**src/verilog/adcrt_pkg.sv**
```systemverilog
/*
 * Package for the converter result and trigger logic: register word indexes,
 * field positions, reset values and trigger source codes.
 * Assumes a 32-bit AXI4-Lite slave where each register takes one aligned word.
 */
package adcrt_pkg;

  // ------------------------------------------------------------------
  // Register map
  // ------------------------------------------------------------------
  // Index constants as printed; byte address is four times the index.
  localparam logic [7:0]  IDX_RESULT_LOW   = 8'h78;
  localparam logic [7:0]  IDX_RESULT_HIGH  = 8'h79;
  localparam logic [7:0]  IDX_CTRL_MAIN    = 8'h7a;
  localparam logic [7:0]  IDX_TRIG_CTRL    = 8'h7b;
  localparam logic [7:0]  IDX_CHAN_SEL     = 8'h7c;
  localparam logic [7:0]  IDX_BUF_DISABLE  = 8'h7e;
  localparam logic [7:0]  IDX_STATUS       = 8'h7f;

  // ------------------------------------------------------------------
  // Field positions
  // ------------------------------------------------------------------
  localparam int ENABLE_BIT       = 7;
  localparam int AUTO_TRIG_BIT    = 5;
  localparam int DONE_FLAG_BIT    = 4;
  localparam int LEFT_ADJUST_BIT  = 5;
  localparam int TRIG_SRC_MSB     = 2;
  localparam int PIN_BUF_MSB      = 5;

  // ------------------------------------------------------------------
  // Reset values and masks
  // ------------------------------------------------------------------
  localparam logic [7:0]  RESET_BYTE      = 8'h00;
  localparam logic [9:0]  RESET_RESULT    = 10'h000;
  localparam logic [7:0]  TRIG_CTRL_MASK  = 8'h07;
  localparam logic [7:0]  BUF_DIS_MASK    = 8'h3f;
  localparam logic [7:0]  CTRL_MAIN_MASK  = 8'hef;
  localparam logic [7:0]  CHAN_SEL_MASK   = 8'hef;

  // ------------------------------------------------------------------
  // Trigger sources
  // ------------------------------------------------------------------
  localparam logic [2:0]  TRIG_FREE_RUN   = 3'h0;
  localparam logic [2:0]  TRIG_COMPARATOR = 3'h1;
  localparam logic [2:0]  TRIG_EXT_IRQ0   = 3'h2;
  localparam logic [2:0]  TRIG_T0_CMP_A   = 3'h3;
  localparam logic [2:0]  TRIG_T0_OVF     = 3'h4;
  localparam logic [2:0]  TRIG_T1_CMP_B   = 3'h5;
  localparam logic [2:0]  TRIG_T1_OVF     = 3'h6;
  localparam logic [2:0]  TRIG_T1_CAPTURE = 3'h7;

  localparam logic [1:0]  RESP_OKAY       = 2'h0;
  localparam logic [1:0]  RESP_SLVERR     = 2'h2;

endpackage : adcrt_pkg

```
**src/verilog/adcrt_top.sv**
```systemverilog
/*
 * Digital side of the converter: result byte registers with left or right
 * adjust and a read lock, auto-trigger source selection with edge detect,
 * and per-pin input buffer disables, all behind an AXI4-Lite slave.
 * Assumes the analog core reports each finished conversion with a one-cycle
 * pulse and its 10-bit value, and that trigger flags are synchronous levels.
 */
// Register access over AXI4-Lite was decided locally.
//
// Functional notes
// - Result lands in low/high read-only bytes.
// - Left adjust: high=9..2, low[7:6]=1..0.
// - Low-byte read locks results until high read.
// - Right adjust when left-adjust bit clear.
// - Trigger source used only with auto trigger.
// - Start on rising edge of selected flag.
// - Switching from a clear to a set source is an edge.
// - Selecting free running never triggers itself.
// - Codes 0..7 map to eight trigger sources.
// - Six disable bits switch off pin buffers.
// - Disabled pin reads zero in port input.
// - No disable bits for channels 6, 7.
// - Right adjust: high[1:0]=9..8, low=7..0.
// - Left-adjust change acts on readout immediately.
// - Done flag sets on update, write-one clears.
`timescale 1ns/10ps
module adcrt_top (
  input  wire logic        aclk,
  input  wire logic        aresetn,
  input  wire logic [11:0] s_axi_awaddr,
  input  wire logic        s_axi_awvalid,
  output      logic        s_axi_awready,
  input  wire logic [31:0] s_axi_wdata,
  input  wire logic [3:0]  s_axi_wstrb,
  input  wire logic        s_axi_wvalid,
  output      logic        s_axi_wready,
  output      logic [1:0]  s_axi_bresp,
  output      logic        s_axi_bvalid,
  input  wire logic        s_axi_bready,
  input  wire logic [11:0] s_axi_araddr,
  input  wire logic        s_axi_arvalid,
  output      logic        s_axi_arready,
  output      logic [31:0] s_axi_rdata,
  output      logic [1:0]  s_axi_rresp,
  output      logic        s_axi_rvalid,
  input  wire logic        s_axi_rready,
  input  wire logic        conv_done,
  input  wire logic [9:0]  conv_value,
  input  wire logic        conv_busy,
  input  wire logic        comparator_flag,
  input  wire logic        ext_irq0_flag,
  input  wire logic        t0_cmp_a_flag,
  input  wire logic        t0_ovf_flag,
  input  wire logic        t1_cmp_b_flag,
  input  wire logic        t1_ovf_flag,
  input  wire logic        t1_capture_flag,
  input  wire logic [5:0]  pin_raw,
  output      logic        conv_start,
  output      logic        converter_enable,
  output      logic [3:0]  channel_select_bits,
  output      logic [5:0]  pin_buffer_disable_bits,
  output      logic [5:0]  pin_input_gated
);

  // ------------------------------------------------------------------
  // Software-visible state
  // ------------------------------------------------------------------
  logic [7:0] ctrl_main_q;
  logic [7:0] trig_ctrl_q;
  logic [7:0] chan_sel_q;
  logic [7:0] buf_dis_q;
  logic [9:0] conversion_result_q;
  logic       lock_q;
  logic       done_flag_q;
  logic       dropped_q;
  logic       trig_prev_q;

  logic       auto_trigger_enable;
  logic       result_left_adjust;
  logic [2:0] trigger_source_select;
  logic [7:0] result_low_byte;
  logic [7:0] result_high_byte;

  assign converter_enable      = ctrl_main_q[adcrt_pkg::ENABLE_BIT];
  assign auto_trigger_enable   = ctrl_main_q[adcrt_pkg::AUTO_TRIG_BIT];
  assign result_left_adjust    = chan_sel_q[adcrt_pkg::LEFT_ADJUST_BIT];
  assign trigger_source_select = trig_ctrl_q[adcrt_pkg::TRIG_SRC_MSB:0];
  assign channel_select_bits   = chan_sel_q[3:0];
  assign pin_buffer_disable_bits = buf_dis_q[adcrt_pkg::PIN_BUF_MSB:0];
  assign pin_input_gated       = pin_raw & ~pin_buffer_disable_bits;

  // ------------------------------------------------------------------
  // Result presentation
  // ------------------------------------------------------------------
  // Formatting is combinational on the stored value, so a change of adjust
  // takes effect on the very next read.
  always_comb begin
    if (result_left_adjust) begin
      result_high_byte = conversion_result_q[9:2];
      result_low_byte  = {conversion_result_q[1:0], 6'h00};
    end else begin
      result_high_byte = {6'h00, conversion_result_q[9:8]};
      result_low_byte  = conversion_result_q[7:0];
    end
  end

  // ------------------------------------------------------------------
  // Trigger source and edge detect
  // ------------------------------------------------------------------
  logic trig_sel;

  always_comb begin
    unique case (trigger_source_select)
      adcrt_pkg::TRIG_FREE_RUN:   trig_sel = 1'b0;
      adcrt_pkg::TRIG_COMPARATOR: trig_sel = comparator_flag;
      adcrt_pkg::TRIG_EXT_IRQ0:   trig_sel = ext_irq0_flag;
      adcrt_pkg::TRIG_T0_CMP_A:   trig_sel = t0_cmp_a_flag;
      adcrt_pkg::TRIG_T0_OVF:     trig_sel = t0_ovf_flag;
      adcrt_pkg::TRIG_T1_CMP_B:   trig_sel = t1_cmp_b_flag;
      adcrt_pkg::TRIG_T1_OVF:     trig_sel = t1_ovf_flag;
      adcrt_pkg::TRIG_T1_CAPTURE: trig_sel = t1_capture_flag;
    endcase
  end

  // The previous sample holds the multiplexer output, not each source, so a
  // switch from a clear source to a set one shows up as a rising edge.
  always_ff @(posedge aclk) begin
    if (!aresetn) begin
      trig_prev_q <= 1'b0;
    end else begin
      trig_prev_q <= trig_sel;
    end
  end

  // Free running restarts on each completion; the code-zero path never
  // raises an edge from the multiplexer, so switching to it cannot start one.
  logic free_run_start;
  assign free_run_start = (trigger_source_select == adcrt_pkg::TRIG_FREE_RUN)
                          && conv_done;

  assign conv_start = converter_enable && auto_trigger_enable
                      && ((trig_sel && !trig_prev_q) || free_run_start);

  // ------------------------------------------------------------------
  // AXI4-Lite slave
  // ------------------------------------------------------------------
  logic        aw_held_q;
  logic        w_held_q;
  logic [11:0] awaddr_q;
  logic [31:0] wdata_q;
  logic [3:0]  wstrb_q;
  logic        do_write;
  logic [7:0]  widx;
  logic [7:0]  ridx;
  logic        wr_hit;
  logic        rd_hit;
  logic [7:0]  rd_byte;

  function automatic logic [7:0] word_index(input logic [11:0] addr);
    return addr[9:2];
  endfunction : word_index

  function automatic logic known_index(input logic [7:0] idx);
    return idx == adcrt_pkg::IDX_RESULT_LOW || idx == adcrt_pkg::IDX_RESULT_HIGH
        || idx == adcrt_pkg::IDX_CTRL_MAIN  || idx == adcrt_pkg::IDX_TRIG_CTRL
        || idx == adcrt_pkg::IDX_CHAN_SEL   || idx == adcrt_pkg::IDX_BUF_DISABLE
        || idx == adcrt_pkg::IDX_STATUS;
  endfunction : known_index

  assign s_axi_awready = !aw_held_q && !s_axi_bvalid;
  assign s_axi_wready  = !w_held_q && !s_axi_bvalid;
  assign do_write      = aw_held_q && w_held_q && !s_axi_bvalid;
  assign widx          = word_index(awaddr_q);
  assign wr_hit        = known_index(widx) && (awaddr_q[11:10] == 2'h0);
  assign s_axi_arready = !s_axi_rvalid;
  assign ridx          = word_index(s_axi_araddr);
  assign rd_hit        = known_index(ridx) && (s_axi_araddr[11:10] == 2'h0);

  always_ff @(posedge aclk) begin
    if (!aresetn) begin
      aw_held_q <= 1'b0;
      w_held_q  <= 1'b0;
      awaddr_q  <= 12'h000;
      wdata_q   <= 32'h0000_0000;
      wstrb_q   <= 4'h0;
    end else begin
      if (s_axi_awvalid && s_axi_awready) begin
        aw_held_q <= 1'b1;
        awaddr_q  <= s_axi_awaddr;
      end else if (do_write) begin
        aw_held_q <= 1'b0;
      end
      if (s_axi_wvalid && s_axi_wready) begin
        w_held_q <= 1'b1;
        wdata_q  <= s_axi_wdata;
        wstrb_q  <= s_axi_wstrb;
      end else if (do_write) begin
        w_held_q <= 1'b0;
      end
    end
  end

  always_ff @(posedge aclk) begin
    if (!aresetn) begin
      s_axi_bvalid <= 1'b0;
      s_axi_bresp  <= adcrt_pkg::RESP_OKAY;
    end else if (do_write) begin
      s_axi_bvalid <= 1'b1;
      s_axi_bresp  <= wr_hit ? adcrt_pkg::RESP_OKAY : adcrt_pkg::RESP_SLVERR;
    end else if (s_axi_bready) begin
      s_axi_bvalid <= 1'b0;
    end
  end

  // Only byte lane 0 carries register data; other lanes are ignored.
  logic wr_lane0;
  assign wr_lane0 = do_write && wr_hit && wstrb_q[0];

  always_ff @(posedge aclk) begin
    if (!aresetn) begin
      ctrl_main_q <= adcrt_pkg::RESET_BYTE;
      trig_ctrl_q <= adcrt_pkg::RESET_BYTE;
      chan_sel_q  <= adcrt_pkg::RESET_BYTE;
      buf_dis_q   <= adcrt_pkg::RESET_BYTE;
    end else if (wr_lane0) begin
      unique case (widx)
        adcrt_pkg::IDX_CTRL_MAIN:   ctrl_main_q <= wdata_q[7:0] & adcrt_pkg::CTRL_MAIN_MASK;
        adcrt_pkg::IDX_TRIG_CTRL:   trig_ctrl_q <= wdata_q[7:0] & adcrt_pkg::TRIG_CTRL_MASK;
        adcrt_pkg::IDX_CHAN_SEL:    chan_sel_q  <= wdata_q[7:0] & adcrt_pkg::CHAN_SEL_MASK;
        adcrt_pkg::IDX_BUF_DISABLE: buf_dis_q   <= wdata_q[7:0] & adcrt_pkg::BUF_DIS_MASK;
        default: ;
      endcase
    end
  end

  always_comb begin
    unique case (ridx)
      adcrt_pkg::IDX_RESULT_LOW:  rd_byte = result_low_byte;
      adcrt_pkg::IDX_RESULT_HIGH: rd_byte = result_high_byte;
      adcrt_pkg::IDX_CTRL_MAIN:   rd_byte = {ctrl_main_q[7], conv_busy, ctrl_main_q[5],
                                             done_flag_q, ctrl_main_q[3:0]};
      adcrt_pkg::IDX_TRIG_CTRL:   rd_byte = trig_ctrl_q;
      adcrt_pkg::IDX_CHAN_SEL:    rd_byte = chan_sel_q;
      adcrt_pkg::IDX_BUF_DISABLE: rd_byte = buf_dis_q;
      adcrt_pkg::IDX_STATUS:      rd_byte = {6'h00, dropped_q, lock_q};
      default:                    rd_byte = 8'h00;
    endcase
  end

  logic rd_take;
  assign rd_take = s_axi_arvalid && s_axi_arready;

  always_ff @(posedge aclk) begin
    if (!aresetn) begin
      s_axi_rvalid <= 1'b0;
      s_axi_rdata  <= 32'h0000_0000;
      s_axi_rresp  <= adcrt_pkg::RESP_OKAY;
    end else if (rd_take) begin
      s_axi_rvalid <= 1'b1;
      s_axi_rdata  <= {24'h00_0000, rd_byte};
      s_axi_rresp  <= rd_hit ? adcrt_pkg::RESP_OKAY : adcrt_pkg::RESP_SLVERR;
    end else if (s_axi_rready) begin
      s_axi_rvalid <= 1'b0;
    end
  end

  // ------------------------------------------------------------------
  // Result register, lock and done flag
  // ------------------------------------------------------------------
  logic rd_low;
  logic rd_high;
  assign rd_low  = rd_take && rd_hit && ridx == adcrt_pkg::IDX_RESULT_LOW;
  assign rd_high = rd_take && rd_hit && ridx == adcrt_pkg::IDX_RESULT_HIGH;

  always_ff @(posedge aclk) begin
    if (!aresetn) begin
      lock_q <= 1'b0;
    end else if (rd_high) begin
      lock_q <= 1'b0;
    end else if (rd_low) begin
      lock_q <= 1'b1;
    end
  end

  // A completion in the cycle of the high-byte read still sees the lock and
  // is dropped; the hazard of a torn pair outweighs the lost sample.
  always_ff @(posedge aclk) begin
    if (!aresetn) begin
      conversion_result_q <= adcrt_pkg::RESET_RESULT;
    end else if (conv_done && !lock_q) begin
      conversion_result_q <= conv_value;
    end
  end

  // Sticky record of a dropped completion, cleared by a high-byte read.
  always_ff @(posedge aclk) begin
    if (!aresetn) begin
      dropped_q <= 1'b0;
    end else if (conv_done && lock_q) begin
      dropped_q <= 1'b1;
    end else if (rd_high) begin
      dropped_q <= 1'b0;
    end
  end

  logic clr_done;
  assign clr_done = wr_lane0 && widx == adcrt_pkg::IDX_CTRL_MAIN
                    && wdata_q[adcrt_pkg::DONE_FLAG_BIT];

  always_ff @(posedge aclk) begin
    if (!aresetn) begin
      done_flag_q <= 1'b0;
    end else if (conv_done && !lock_q) begin
      done_flag_q <= 1'b1;
    end else if (clr_done) begin
      done_flag_q <= 1'b0;
    end
  end

endmodule : adcrt_top

```
**config.mk**
```make
export PLATFORM = sky130hd
export DESIGN_NAME = adcrt_top
export DESIGN_NICKNAME = d
export VERILOG_FILES = /design/src/verilog/adcrt_pkg.sv /design/src/verilog/adcrt_top.sv
export SDC_FILE = /design/constraint.sdc
export NUM_CORES = 1
export LEC_CHECK = 0
export ABC_CLOCK_PERIOD_IN_PS = 2450
export BUFFER_PORTS_ARGS = -buffer_cell sky130_fd_sc_hd__buf_4
export CAP_MARGIN = 20
export CORE_MARGIN = 5
export CORE_UTILIZATION = 49
export CTS_BUF_LIST = sky130_fd_sc_hd__clkbuf_8
export DETAILED_ROUTE_END_ITERATION = 10
export GPL_ROUTABILITY_DRIVEN = 0
export PLACE_DENSITY = 0.83
export REMOVE_ABC_BUFFERS = 1
export SKIP_CTS_REPAIR_TIMING = 1
export SLEW_MARGIN = 25
export SYNTH_ARGS = -nofsm -noshare
export SYNTH_HDL_FRONTEND = slang
export SYNTH_SLANG_ARGS = --single-unit
```
**constraint.sdc**
```tcl
create_clock -name aclk -period 2.45 [get_ports aclk]
set_input_delay 0 -clock aclk [delete_from_list [all_inputs] [get_ports aclk]]
set_output_delay 0 -clock aclk [all_outputs]
set_load 0.05 [all_outputs]
```
; ---- Yosys cells after proc, flatten, opt, wreduce, memory -nomap -nowiden
; Cells that the tools add are included.
[totals]
register_bits = 74
input_bits = 92
wordCells = 115
[op_classes]
eq_ne = 21
mux = 17
bitwise_logic = 3
n_reduce_logical = 55
[op_table]
columns = operator, count
row1 = $eq 8x7->1 const B, 14
row2 = $pmux 8 s7, 1
row3 = $logic_and 1x1->1, 22
row4 = $mux 8, 2
row5 = $logic_or 1x1->1, 13
row6 = $eq 3x3->1 const B, 4
row7 = $reduce_bool 2->1, 6
row8 = $mux 1, 11
row9 = $pmux 1 s8, 1
row10 = $reduce_and 2->1, 4
row11 = $and 6x6->6, 1
row12 = $eq 3x2->1 const B, 2
row13 = $logic_not 1->1, 6
row14 = $not 6->6, 1
row15 = $logic_not 2->1, 2
row16 = $mux 2, 2
row17 = $eq 3x1->1 const B, 1
row18 = $logic_not 3->1, 1
row19 = $reduce_or 2->1, 1
row20 = $not 1->1, 1

; ---- Depth between registers and ports, before layout
; Gate-level depths: netlist of the first run.
[logic_depth]
depth_word = 14
mapped_depth = 6

; ---- Least setup slack after synthesis of the first run
; OpenSTA, ideal clock, no wires.
[synth_timing]
path_kind = flip-flop to flip-flop
start = register s_axi_bvalid
end = register awaddr_q[11]
setup_time_ns = 0.070
arrival_time_ns = 1.950
t_required_ns = 2.380
path_slack_ns = 0.429
stages_incl_launch_ff = 6
n_path_buf = 1
period_less_slack_ns = 2.021
cell_sequence = dfxtp_1 > nor2_1 > and2_1 > clkbuf_1 > nand2_1 > a21oi_1
[synth_via]
elab_chain_len = 3
[synth_rtl]
columns = element, line_no
row1 = from (decl), adcrt_top.sv:38  ; output logic s_axi_bvalid,
row2 = from (signal assigned), adcrt_top.sv:205  ; s_axi_bvalid <= 1'b0;
row3 = from (signal assigned), adcrt_top.sv:208  ; s_axi_bvalid <= 1'b1;
row4 = from (signal assigned), adcrt_top.sv:211  ; s_axi_bvalid <= 1'b0;
row5 = $logic_not 1->1, adcrt_top.sv:170  ; assign s_axi_awready = !aw_held_q && !s_axi_bvalid;
row6 = $logic_and 1x1->1, adcrt_top.sv:170
row7 = via s_axi_awready, adcrt_top.sv:32  ; output logic s_axi_awready,
row8 = $logic_and 1x1->1, adcrt_top.sv:187  ; if (s_axi_awvalid && s_axi_awready) begin
row9 = to (signal assigned), adcrt_top.sv:189  ; awaddr_q <= s_axi_awaddr;
row10 = to (decl), adcrt_top.sv:149  ; logic [11:0] awaddr_q;
; The timed path passes the listed nets, and every way through them passes these cells.
; A chain may end at the register's enable or synchronous reset.

; ---- Worst setup path after layout of the first run
[layout_timing]
start = register s_axi_rvalid
end = register dropped_q
[layout_via]
elab_chain_len = 5
[layout_rtl]
columns = element, line_no
row1 = from (decl), adcrt_top.sv:45  ; output logic s_axi_rvalid,
row2 = from (signal assigned), adcrt_top.sv:255  ; s_axi_rvalid <= 1'b0;
row3 = from (signal assigned), adcrt_top.sv:259  ; s_axi_rvalid <= 1'b1;
row4 = from (signal assigned), adcrt_top.sv:263  ; s_axi_rvalid <= 1'b0;
row5 = $logic_not 1->1, adcrt_top.sv:175  ; assign s_axi_arready = !s_axi_rvalid;
row6 = $logic_and 1x1->1, adcrt_top.sv:251  ; assign rd_take = s_axi_arvalid && s_axi_arready;
row7 = $logic_and 1x1->1 (2 in series), adcrt_top.sv:273  ; assign rd_high = rd_take && rd_hit && ridx == adcrt_pkg::IDX_RESULT_HIGH;
row8 = $reduce_bool 2->1 (no line), n/a
row9 = to (signal assigned), adcrt_top.sv:298  ; dropped_q <= 1'b0;
row10 = to (signal assigned), adcrt_top.sv:300  ; dropped_q <= 1'b1;
row11 = to (signal assigned), adcrt_top.sv:302  ; dropped_q <= 1'b0;
row12 = to (decl), adcrt_top.sv:75  ; logic dropped_q;
; Every way passes these cells.

==> metrics.txt, run 1 <==
# TYPE chip_impl_metric gauge
chip_impl_metric{name="htree_levels",unit=""} 3
chip_impl_metric{name="internal_power",unit="mW"} 1.938
chip_impl_metric{name="synth_edf_count",unit=""} 0
chip_impl_metric{name="fin_nets",unit=""} 628
chip_impl_metric{name="global_route.usage.total",unit=""} 0.2085
chip_impl_metric{name="cellLeakagePower",unit="nW"} 1.834
chip_impl_metric{name="antenna-diode-count",unit=""} 0
chip_impl_metric{name="io_pins",unit=""} 151
chip_impl_metric{name="drv_slew",unit=""} 0
chip_impl_metric{name="slew_of_the_pin_with_the_lowest_slew_margin",unit="ns"} 0.6679
chip_impl_info{name="timing.critical_path.from_type",value="register"} 1
chip_impl_metric{name="synth-seq-cells",unit=""} 69
chip_impl_metric{name="grt_pass1_wl",unit="um"} 14400
chip_impl_metric{name="power.total",unit="mW"} 2.696
chip_impl_info{name="synth.largest_area_cell",value="sky130_fd_sc_hd__dfxtp_1"} 1
chip_impl_metric{name="crit_path_max_fanout",unit=""} 8
chip_impl_metric{name="design_area",unit="um2"} 4583
chip_impl_metric{name="fp.coreArea",unit="um2"} 6794
chip_impl_info{name="synth_common_cells",value="sky130_fd_sc_hd__nand2_1 (75), sky130_fd_sc_hd__dfxtp_1 (69), sky130_fd_sc_hd__a21oi_1 (59)"} 1
chip_impl_metric{name="min_delay_path_depth",unit=""} 3
chip_impl_metric{name="detailedRoute.firstPassIterationCount",unit=""} 5
chip_impl_metric{name="ir_worst_vdd",unit="uV"} 477.2
chip_impl_metric{name="seq_area_frac_synth",unit=""} 0.4060
chip_impl_info{name="failing_checks",value="hold timing"} 1
chip_impl_metric{name="dr.first_iter.drc_count",unit=""} 247
chip_impl_info{name="cts_tree",value="built"} 1
chip_impl_metric{name="initial_utilization",unit=""} 0.5007
chip_impl_info{name="rsz0062_at_grt",value="no"} 1
chip_impl_info{name="hp-class",value="in2reg"} 1
chip_impl_metric{name="dieArea",unit="um2"} 8710
chip_impl_metric{name="route.detailed.wl_per_inst",unit="um"} 14.79
chip_impl_metric{name="final.period_utilization",unit=""} 0.8886
chip_impl_metric{name="netlist_instances",unit=""} 424
chip_impl_metric{name="synth.avg_cell_area",unit="um2"} 8.024
chip_impl_info{name="worst_setup_path_category",value="reg2reg"} 1
chip_impl_metric{name="route.detailed.drc",unit=""} 0
chip_impl_metric{name="final.fill_count",unit=""} 547
chip_impl_metric{name="clk_pin_slew",unit="ns"} 0.07
chip_impl_metric{name="p_comb_frac",unit=""} 0.175
chip_impl_metric{name="share_clk_of_total_power",unit=""} 0.379
chip_impl_metric{name="finish.cell_count_without_fillers",unit=""} 637
chip_impl_metric{name="place.port_buffers",unit=""} 93
chip_impl_metric{name="cts_made_buffers",unit=""} 9
chip_impl_info{name="run_status",value="finished, violations left"} 1
chip_impl_metric{name="wirelength",unit="um"} 9421
chip_impl_metric{name="drive_above_1_share",unit=""} 0.2329
chip_impl_metric{name="postSynth.asyncResetShare",unit=""} 0
chip_impl_metric{name="floorplan.die.width",unit="um"} 93.33
chip_impl_metric{name="final-setup-viol-count",unit=""} 0
chip_impl_metric{name="synth.top_cell.area_share",unit=""} 0.4060
chip_impl_metric{name="clk-insertion-delay-late",unit="ns"} 0.35
chip_impl_metric{name="die-height",unit="um"} 93.33
chip_impl_metric{name="skew",unit="ns"} 0.009020
chip_impl_metric{name="share_seq_of_total_power",unit=""} 0.446
chip_impl_metric{name="fmax",unit="MHz"} 459.3
chip_impl_info{name="post-synth-top-count-cell",value="sky130_fd_sc_hd__nand2_1"} 1
chip_impl_metric{name="timing.hold.ws",unit="ns"} -0.004552
chip_impl_metric{name="worst_slew_margin_rel",unit=""} 0.5538
chip_impl_metric{name="syn-cell-area",unit="um2"} 3402
chip_impl_info{name="cts_root_buffer",value="sky130_fd_sc_hd__clkbuf_8"} 1
chip_impl_metric{name="netlist-cell-type-count",unit=""} 50
chip_impl_metric{name="first_global_vias",unit=""} 3136
chip_impl_info{name="cp-end-kind",value="register"} 1
chip_impl_metric{name="detailed_place.area",unit="um2"} 3999
chip_impl_metric{name="grt_start_max_net_pins",unit=""} 61
chip_impl_metric{name="min_period",unit="ns"} 2.177
chip_impl_metric{name="hpwl",unit="um"} 6647
chip_impl_metric{name="drtAntennaViolNets",unit=""} 0
chip_impl_metric{name="power.switching",unit="mW"} 0.7579
chip_impl_metric{name="area.growth.synth_to_final",unit="%"} 34.72
chip_impl_metric{name="cts.path.max_buffers",unit=""} 2
chip_impl_metric{name="power.density_cell_area",unit="nW/um2"} 588.2
chip_impl_metric{name="num_rows",unit=""} 30
chip_impl_info{name="synth_ff_type",value="sky130_fd_sc_hd__dfxtp_1"} 1
chip_impl_metric{name="sw_frac_of_total",unit=""} 0.2811
chip_impl_metric{name="tritoncts_num_sinks",unit=""} 69
chip_impl_metric{name="placed_cells",unit=""} 585
chip_impl_metric{name="synthesis.yosys.warnings",unit=""} 0
chip_impl_metric{name="avgViaCountPerCell",unit=""} 5.366
chip_impl_metric{name="routed-via-count",unit=""} 3418
chip_impl_metric{name="cp_data_arrival_time",unit="ns"} 2.41
chip_impl_metric{name="initial_antenna_violation_count",unit=""} 0
chip_impl_metric{name="reg2regPathDepth",unit=""} 5
chip_impl_metric{name="globalRoute.totalOverflow",unit=""} 0
chip_impl_metric{name="final-hold-violation-count",unit=""} 1
chip_impl_info{name="synth_area_leaders",value="sky130_fd_sc_hd__dfxtp_1 (41%), sky130_fd_sc_hd__a21oi_1 (8.7%), sky130_fd_sc_hd__nand2_1 (8.3%), sky130_fd_sc_hd__buf_4 (6.6%), sky130_fd_sc_hd__nand3_1 (3.5%)"} 1
chip_impl_metric{name="required",unit="ns"} 2.68
chip_impl_metric{name="maxCapViolations",unit=""} 0
==> cells in the final DEF, fill, tap and decap left out, types with 3 or more instances in the layout <==
cell type,count
sky130_fd_sc_hd__mux2i_1,8
sky130_fd_sc_hd__nand4_1,6
sky130_fd_sc_hd__o21ai_0,22
sky130_fd_sc_hd__o21ai_1,9
sky130_fd_sc_hd__a22oi_1,4
sky130_fd_sc_hd__nand3_1,24
sky130_fd_sc_hd__mux4_2,4
sky130_fd_sc_hd__a21oi_1,59
sky130_fd_sc_hd__buf_4,96
sky130_fd_sc_hd__and2_1,5
sky130_fd_sc_hd__dfxtp_1,69
sky130_fd_sc_hd__nor2b_1,15
sky130_fd_sc_hd__nor4b_1,3
sky130_fd_sc_hd__clkbuf_8,10
sky130_fd_sc_hd__a211oi_1,4
sky130_fd_sc_hd__mux2_2,3
sky130_fd_sc_hd__nor2_1,10
sky130_fd_sc_hd__o31ai_1,3
sky130_fd_sc_hd__nand2_1,75
sky130_fd_sc_hd__inv_1,8
sky130_fd_sc_hd__dlygate4sd3_1,36
sky130_fd_sc_hd__conb_1,26
==> layout make-up <==
class	instances	area (um2)	share of cell area
multi-input combinational	315	1743	0.3803
clock inverter	6	86.33	0.01884
sequential	69	1381	0.3014
timing repair buffer	132	1081	0.2359
inverter	9	33.78	0.007371
clock buffer	10	137.6	0.03003
tap	96	120.1	0.02621
==> sequential cells by signal, indices dropped and copies added, names as in the netlist, 3 cells and up <==
name / count
s_axi_rdata: 8
wdata_q: 8
trig_ctrl_q: 3
ctrl_main_q: 6
buf_dis_q: 6
conversion_result_q: 10
awaddr_q: 10
chan_sel_q: 7
==> through the flow <==
step,setup slack [ns],utilization,TNS (ns),hold WS (ns)
after floorplan,-0.3270,-,-6.153,0.09902
after global placement,0.3593,0.5886,0,0.1895
after detailed placement,0.3289,0.5886,0,0.1884
after CTS,0.2692,0.6215,0,-0.1808
after global routing,0.1232,0.6746,0,0.001757
final,0.2729,0.6746,0,-0.004552
==> worst max-delay path, cell delays in order, from the launching register on <==
cell	delay [ns]
sky130_fd_sc_hd__dfxtp_1	0.35
sky130_fd_sc_hd__nor2b_1	0.43
sky130_fd_sc_hd__nand3_1	0.19
sky130_fd_sc_hd__o41ai_1	0.40
sky130_fd_sc_hd__a21oi_1	0.12
sky130_fd_sc_hd__dlygate4sd3_1	0.59
==> power by group through the flow <==
| stage | Clock (mW) | Combinational, mW | Sequential [mW] |
|---|---|---|---|
| 2_1_floorplan | 0 | 0.251 | 1.23 |
| 3_3_place_gp | 0 | 0.413 | 1.22 |
| 3_5_place_dp | 0 | 0.421 | 1.23 |
| 4_1_cts | 1.03 | 0.422 | 1.20 |
| 5_1_grt | 1.08 | 0.508 | 1.21 |
| 6_report | 1.02 | 0.472 | 1.20 |
==> kinds of logic after synthesis <==
group / count (synthesis) / share of synthesized area
AO/OA/AOI/OAI: 114 / 0.1876
buffers and inverters: 65 / 0.1111
flip-flops: 69 / 0.4060
multiplexers: 15 / 0.05995
other: 1 / 0.001102
AND/OR/NAND/NOR: 160 / 0.2343
==> worst paths after layout <==
kind / slack, ns / to / startpoint
worst min-delay path: -0.005 / s_axi_rresp[1] / s_axi_araddr[11]
worst max-delay path: 0.27 / dropped_q / s_axi_rvalid
worst min register to register: 0.45 / s_axi_rdata[4] / s_axi_rdata[4]
worst max register to register: 0.27 / dropped_q / s_axi_rvalid
==> per-layer routing <==
layer,GRT usage,vias to the layer above,share of wire
met1,0.2391,1565,0.39
met4,0.06838,0,0.015
met2,0.3639,178,0.50
met5,0,-,0
li1,-,1656,-
met3,0.06838,19,0.094
(Power assumes the default switching activity.)
==> run 2: changes to the inputs <==
--- a/config.mk
+++ b/config.mk
@@ -13,7 +13,7 @@
 export CTS_BUF_LIST = sky130_fd_sc_hd__clkbuf_8
 export DETAILED_ROUTE_END_ITERATION = 10
 export GPL_ROUTABILITY_DRIVEN = 0
-export PLACE_DENSITY = 0.83
+export PLACE_DENSITY_LB_ADDON = 0.3
 export REMOVE_ABC_BUFFERS = 1
 export SKIP_CTS_REPAIR_TIMING = 1
 export SLEW_MARGIN = 25
==> metrics.txt, run 2 (synthesis results as in run 1) <==
# TYPE chip_impl_metric gauge
chip_impl_metric{name="cts.path.max_buffers",unit=""} 2
chip_impl_metric{name="slew_of_the_pin_with_the_lowest_slew_margin",unit="ns"} 0.7223
chip_impl_info{name="cp-end-kind",value="register"} 1
chip_impl_metric{name="num_rows",unit=""} 30
chip_impl_metric{name="power.density_cell_area",unit="nW/um2"} 548.0
chip_impl_info{name="critical-path-slowest-cell",value="sky130_fd_sc_hd__or4_1"} 1
chip_impl_metric{name="post_route_setup_tns",unit="ns"} 0
chip_impl_metric{name="grt_start_max_net_pins",unit=""} 62
chip_impl_metric{name="clk_pin_slew",unit="ns"} 0.07
chip_impl_metric{name="clk-insertion-delay-late",unit="ns"} 0.34
chip_impl_metric{name="required",unit="ns"} 2.65
chip_impl_info{name="cts_root_buffer",value="sky130_fd_sc_hd__clkbuf_8"} 1
chip_impl_metric{name="fin_ws",unit="ns"} 0.2979
chip_impl_metric{name="area.growth.synth_to_final",unit="%"} 33.25
chip_impl_metric{name="route.detailed.wl_per_inst",unit="um"} 14.44
chip_impl_metric{name="initial_utilization",unit=""} 0.5007
chip_impl_metric{name="first_global_vias",unit=""} 3013
chip_impl_metric{name="sw_frac_of_total",unit=""} 0.3031
chip_impl_metric{name="skew",unit="ns"} 0.009818
chip_impl_metric{name="design_area",unit="um2"} 4533
chip_impl_info{name="rsz0062_at_grt",value="no"} 1
chip_impl_metric{name="globalRoute.totalOverflow",unit=""} 0
chip_impl_metric{name="final.period_utilization",unit=""} 0.8784
chip_impl_metric{name="drv_slew",unit=""} 0
chip_impl_metric{name="die-height",unit="um"} 93.33
chip_impl_metric{name="route.detailed.drc",unit=""} 0
chip_impl_metric{name="share_clk_of_total_power",unit=""} 0.327
chip_impl_metric{name="p_comb_frac",unit=""} 0.190
chip_impl_info{name="layout_commonest_cell",value="sky130_fd_sc_hd__buf_4"} 1
chip_impl_metric{name="placement.setup.worst_slack",unit="ns"} 0.3334
chip_impl_metric{name="drive_above_1_share",unit=""} 0.2348
chip_impl_metric{name="dieArea",unit="um2"} 8710
chip_impl_info{name="timing.critical_path.from_type",value="register"} 1
chip_impl_info{name="run_status",value="finished, violations left"} 1
chip_impl_metric{name="fp.coreArea",unit="um2"} 6794
chip_impl_metric{name="antenna-diode-count",unit=""} 0
chip_impl_info{name="cts_tree",value="built"} 1
chip_impl_metric{name="power.switching",unit="mW"} 0.7529
chip_impl_info{name="hp-class",value="in2reg"} 1
chip_impl_metric{name="final-setup-viol-count",unit=""} 0
chip_impl_info{name="failing_checks",value="hold timing"} 1
chip_impl_metric{name="global_route.usage.total",unit=""} 0.1988
chip_impl_metric{name="finish.cell_count_without_fillers",unit=""} 637
chip_impl_metric{name="cp_num_buf_inv",unit=""} 0
chip_impl_metric{name="min_period",unit="ns"} 2.152
chip_impl_info{name="critical_path.top_delay_family",value="simple AND/OR/NAND/NOR gates"} 1
chip_impl_metric{name="final-hold-violation-count",unit=""} 3
chip_impl_metric{name="wirelength",unit="um"} 9196
chip_impl_metric{name="internal_power",unit="mW"} 1.731
chip_impl_metric{name="detailed_place.area",unit="um2"} 4006
chip_impl_metric{name="cp_data_arrival_time",unit="ns"} 2.35
chip_impl_metric{name="htree_levels",unit=""} 3
chip_impl_metric{name="ir_worst_vdd",unit="uV"} 386.5
chip_impl_metric{name="timing.hold.ws",unit="ns"} -0.01325
chip_impl_metric{name="dr.first_iter.drc_count",unit=""} 219
chip_impl_metric{name="worst_slew_margin_rel",unit=""} 0.5174
chip_impl_metric{name="cellLeakagePower",unit="nW"} 1.808
chip_impl_metric{name="final_util",unit=""} 0.6672
chip_impl_metric{name="crit_path_max_fanout",unit=""} 19
chip_impl_metric{name="placed_cells",unit=""} 586
chip_impl_metric{name="share_seq_of_total_power",unit=""} 0.483
chip_impl_metric{name="io_pins",unit=""} 151
chip_impl_metric{name="avgViaCountPerCell",unit=""} 5.246
chip_impl_metric{name="detailedRoute.firstPassIterationCount",unit=""} 4
chip_impl_metric{name="fin_nets",unit=""} 628
chip_impl_metric{name="place.port_buffers",unit=""} 93
chip_impl_metric{name="routed-via-count",unit=""} 3342
chip_impl_info{name="layout.cells.most_common_list",value="sky130_fd_sc_hd__buf_4 (97), sky130_fd_sc_hd__nand2_1 (75), sky130_fd_sc_hd__dfxtp_1 (69), sky130_fd_sc_hd__a21oi_1 (59), sky130_fd_sc_hd__dlygate4sd3_1 (35)"} 1
chip_impl_info{name="top_regs",value="awaddr_q: 10 flops, conversion_result_q: 10 flops"} 1
chip_impl_info{name="worst_setup_path_category",value="reg2reg"} 1
chip_impl_metric{name="tritoncts_num_sinks",unit=""} 69
chip_impl_metric{name="fmax",unit="MHz"} 464.7
chip_impl_metric{name="initial_antenna_violation_count",unit=""} 0
chip_impl_metric{name="power.total",unit="mW"} 2.484
chip_impl_metric{name="drtAntennaViolNets",unit=""} 0
chip_impl_metric{name="cts_made_buffers",unit=""} 9
chip_impl_metric{name="floorplan.die.width",unit="um"} 93.33
chip_impl_metric{name="maxCapViolations",unit=""} 0
chip_impl_metric{name="hpwl",unit="um"} 6459
chip_impl_metric{name="critical_path.max_stage_delay",unit="ns"} 0.73
chip_impl_metric{name="grt_pass1_wl",unit="um"} 13890
chip_impl_info{name="path_cells",value="or4b_1 -> or4_1 -> o21ai_0 -> a21oi_1"} 1
-- run 2: changes by cell type in the layout (fill, tap and decap cells not counted) --
cell,change
sky130_fd_sc_hd__buf_4,+1
sky130_fd_sc_hd__bufinv_16,-2
sky130_fd_sc_hd__clkinv_2,+1
sky130_fd_sc_hd__clkinvlp_4,+1
sky130_fd_sc_hd__dlygate4sd3_1,-1
-- run 2: worst paths after layout --
check             slack (ns)              from             end  cells after the start
setup / recovery        0.30       awaddr_q[2]   chan_sel_q[2]                      4
hold / removal         -0.01  s_axi_araddr[10]  s_axi_rresp[1]                      3
setup reg to reg        0.30       awaddr_q[2]   chan_sel_q[2]                      4
hold reg to reg         0.46    s_axi_rdata[4]  s_axi_rdata[4]                      2
-- run 2: worst register-to-register path, delay by kind of cell, from the launching register on --
kind               cells  cell delay, ns
AOI/OAI and AO/OA      2            0.38
and+or+nand+nor        2            1.28
DFF                    1            0.35
-- run 2: area by class of cell --
| class | count | area (um2) |
|---|---|---|
| Fill cell | 580 | 2261 |
| Multi-Input combinational cell | 315 | 1743 |
| Sequential cell | 69 | 1381 |
| Timing Repair Buffer | 132 | 1079 |
| Clock buffer | 10 | 137.6 |
| Tap cell | 96 | 120.1 |
| Clock inverter | 6 | 38.79 |
| Inverter | 9 | 33.78 |
-- run 2: power groups by stage --
stage	sequential [mW]	clock, mW	combinational (mW)
after floorplan	1.23	0	0.251
after global placement	1.22	0	0.417
after detailed placement	1.22	0	0.424
after CTS	1.20	0.835	0.424
after global routing	1.20	0.883	0.509
final	1.20	0.813	0.473
-- run 2: per-layer routing --
layer	vias up	share of wire	track usage
met5	-	0	0
met4	0	0.020	0.07937
met3	17	0.075	0.03701
met2	138	0.50	0.3323
li1	1653	-	-
met1	1534	0.40	0.2520
==> run 3: changes to the inputs <==
--- a/config.mk
+++ b/config.mk
@@ -12,9 +12,7 @@
 export CORE_UTILIZATION = 49
 export CTS_BUF_LIST = sky130_fd_sc_hd__clkbuf_8
 export DETAILED_ROUTE_END_ITERATION = 10
-export GPL_ROUTABILITY_DRIVEN = 0
 export PLACE_DENSITY_LB_ADDON = 0.3
-export REMOVE_ABC_BUFFERS = 1
 export SKIP_CTS_REPAIR_TIMING = 1
 export SLEW_MARGIN = 25
 export SYNTH_ARGS = -nofsm -noshare
==> metrics.txt, run 3 (synthesis results as in run 1) <==
# TYPE chip_impl_metric gauge
chip_impl_metric{name="drive_above_1_share",unit=""} 0.2315
chip_impl_info{name="rr_endpoint",value="ctrl_main_q[2]"} 1
chip_impl_metric{name="setup.reg_to_reg.worst_slack",unit="ns"} 0.26
chip_impl_metric{name="initial_antenna_violation_count",unit=""} 0
chip_impl_metric{name="die-height",unit="um"} 93.33
chip_impl_metric{name="cellLeakagePower",unit="nW"} 1.823
chip_impl_info{name="worst_setup_path_category",value="reg2reg"} 1
chip_impl_metric{name="grt_pass1_wl",unit="um"} 14010
chip_impl_info{name="cts_root_buffer",value="sky130_fd_sc_hd__clkbuf_8"} 1
chip_impl_info{name="rr_startpoint",value="wstrb_q[0]"} 1
chip_impl_info{name="timing.critical_path.from_type",value="register"} 1
chip_impl_metric{name="final-hold-violation-count",unit=""} 1
chip_impl_metric{name="dieArea",unit="um2"} 8710
chip_impl_metric{name="num_rows",unit=""} 30
chip_impl_metric{name="slew_of_the_pin_with_the_lowest_slew_margin",unit="ns"} 0.6869
chip_impl_info{name="failing_checks",value="hold timing"} 1
chip_impl_metric{name="worst_slew_margin_rel",unit=""} 0.5411
chip_impl_metric{name="detailed_place.area",unit="um2"} 3999
chip_impl_metric{name="htree_levels",unit=""} 3
chip_impl_metric{name="timing.hold.ws",unit="ns"} -0.007847
chip_impl_metric{name="share_clk_of_total_power",unit=""} 0.348
chip_impl_metric{name="share_seq_of_total_power",unit=""} 0.469
chip_impl_metric{name="detailedRoute.firstPassIterationCount",unit=""} 5
chip_impl_metric{name="power.density_cell_area",unit="nW/um2"} 563.8
chip_impl_metric{name="place.port_buffers",unit=""} 93
chip_impl_metric{name="ir_worst_vdd",unit="uV"} 320.5
chip_impl_metric{name="sw_frac_of_total",unit=""} 0.2862
chip_impl_metric{name="area.growth.synth_to_final",unit="%"} 33.47
chip_impl_metric{name="drv_slew",unit=""} 0
chip_impl_info{name="cp-end-kind",value="register"} 1
chip_impl_metric{name="cp_data_arrival_time",unit="ns"} 2.39
chip_impl_metric{name="design_area",unit="um2"} 4541
chip_impl_info{name="cts_tree",value="built"} 1
chip_impl_metric{name="floorplan.die.width",unit="um"} 93.33
chip_impl_metric{name="route.detailed.drc",unit=""} 0
chip_impl_metric{name="fin_nets",unit=""} 627
chip_impl_metric{name="p_comb_frac",unit=""} 0.183
chip_impl_metric{name="cts.path.max_buffers",unit=""} 2
chip_impl_metric{name="first_global_vias",unit=""} 2957
chip_impl_info{name="rsz0062_at_grt",value="no"} 1
chip_impl_metric{name="maxCapViolations",unit=""} 0
chip_impl_metric{name="gp_congestion",unit=""} 0.9047
chip_impl_info{name="top_regs",value="awaddr_q: 10 flops, conversion_result_q: 10 flops"} 1
chip_impl_metric{name="skew",unit="ns"} 0.004714
chip_impl_metric{name="initial_utilization",unit=""} 0.5007
chip_impl_metric{name="grt_start_max_net_pins",unit=""} 61
chip_impl_metric{name="dr.first_iter.drc_count",unit=""} 241
chip_impl_metric{name="power.switching",unit="mW"} 0.7326
chip_impl_metric{name="min_period",unit="ns"} 2.188
chip_impl_metric{name="final.fill_count",unit=""} 590
chip_impl_metric{name="cts_made_buffers",unit=""} 9
chip_impl_metric{name="clk_pin_slew",unit="ns"} 0.07
chip_impl_info{name="worstHoldEndpoint",value="s_axi_rdata[4]"} 1
chip_impl_info{name="layout_commonest_cell",value="sky130_fd_sc_hd__buf_4"} 1
chip_impl_metric{name="global_route.usage.total",unit=""} 0.2034
chip_impl_metric{name="drtAntennaViolNets",unit=""} 0
chip_impl_metric{name="required",unit="ns"} 2.65
chip_impl_info{name="run_status",value="finished, violations left"} 1
chip_impl_metric{name="io_pins",unit=""} 151
chip_impl_metric{name="reg2regPathDepth",unit=""} 4
chip_impl_metric{name="final-setup-viol-count",unit=""} 0
chip_impl_metric{name="hpwl",unit="um"} 6396
chip_impl_metric{name="final.period_utilization",unit=""} 0.8931
chip_impl_metric{name="avgViaCountPerCell",unit=""} 5.226
chip_impl_metric{name="crit_path_max_fanout",unit=""} 19
chip_impl_metric{name="fmax",unit="MHz"} 457.0
chip_impl_info{name="hold_path.startpoint",value="s_axi_arvalid"} 1
chip_impl_metric{name="antenna-diode-count",unit=""} 0
chip_impl_metric{name="min_delay_path_depth",unit=""} 4
chip_impl_metric{name="tritoncts_num_sinks",unit=""} 69
chip_impl_metric{name="wirelength",unit="um"} 9078
chip_impl_metric{name="clk-insertion-delay-late",unit="ns"} 0.34
chip_impl_metric{name="post_route_setup_tns",unit="ns"} 0
chip_impl_info{name="layout.cells.most_common_list",value="sky130_fd_sc_hd__buf_4 (96), sky130_fd_sc_hd__nand2_1 (75), sky130_fd_sc_hd__dfxtp_1 (69), sky130_fd_sc_hd__a21oi_1 (59), sky130_fd_sc_hd__dlygate4sd3_1 (35)"} 1
chip_impl_metric{name="route.detailed.wl_per_inst",unit="um"} 14.27
chip_impl_metric{name="internal_power",unit="mW"} 1.827
chip_impl_metric{name="fp.coreArea",unit="um2"} 6794
chip_impl_metric{name="routed-via-count",unit=""} 3324
chip_impl_metric{name="globalRoute.totalOverflow",unit=""} 0
chip_impl_info{name="hp-class",value="in2reg"} 1
[run 3: cell types whose count changed in the layout (fill, tap and decap cells not counted), sizes merged]
cell,before,now
bufinv,0,1
inv,8,9
clkinvlp,2,0
buf,97,96
[run 3: power by group through the flow]
stage               logic [mW]  registers (mW)  clock network [mW]
floorplan                0.302            1.23                   0
global placement         0.414            1.22                   0
detailed placement       0.419            1.23                   0
CTS                      0.421            1.20               0.910
global route             0.508            1.21               0.970
finish                   0.469            1.20               0.890
[run 3: metrics by stage]
step	utilization	hold slack [ns]	setup WS, ns	std cells	power, mW
floorplan	-	0.09902	0.4294	449	1.535
global placement	0.5886	0.1886	0.3615	585	1.638
detailed placement	0.5886	0.1897	0.3078	585	1.645
CTS	0.6168	-0.1800	0.2785	601	2.530
global route	0.6683	0.001083	0.1071	636	2.684
finish	0.6683	-0.007847	0.2618	636	2.560
[run 3: cell type report]
type                       instances  area [um2]  share of cell area
clock inverter                     6       53.80             0.01185
sequential                        69        1381              0.3042
inverter                           9       33.78            0.007440
timing repair buffer             131        1071              0.2359
multi-input combinational        315        1743              0.3839
tap                               96       120.1             0.02645
clock buffer                      10       137.6             0.03031
[run 3: worst max-delay path by stage]
stage	startpoint	to	slack [ns]	cells after the start
3_5_place_dp	wstrb_q[0]	ctrl_main_q[2]	0.31	4
5_1_grt	wstrb_q[0]	chan_sel_q[1]	0.11	4
6_report	wstrb_q[0]	ctrl_main_q[2]	0.26	4
4_1_cts	wstrb_q[0]	ctrl_main_q[2]	0.28	4
3_3_place_gp	wstrb_q[0]	chan_sel_q[0]	0.36	4
2_1_floorplan	s_axi_bvalid	awaddr_q[11]	0.43	5
[run 3: critical path, stage by stage, from the launching register on]
cell                      delay [ns]
sky130_fd_sc_hd__dfxtp_1        0.43
sky130_fd_sc_hd__or4b_1         0.49
sky130_fd_sc_hd__or4_1          0.75
sky130_fd_sc_hd__o21ai_0        0.28
sky130_fd_sc_hd__a21oi_1        0.10
[run 3: layer usage]
layer / global-route usage / up-vias / part of all wire
met4: 0.06105 / 0 / 0.014
met5: 0 / - / 0
met3: 0.06838 / 11 / 0.079
met2: 0.3335 / 116 / 0.49
met1: 0.2525 / 1539 / 0.41
li1: - / 1658 / -
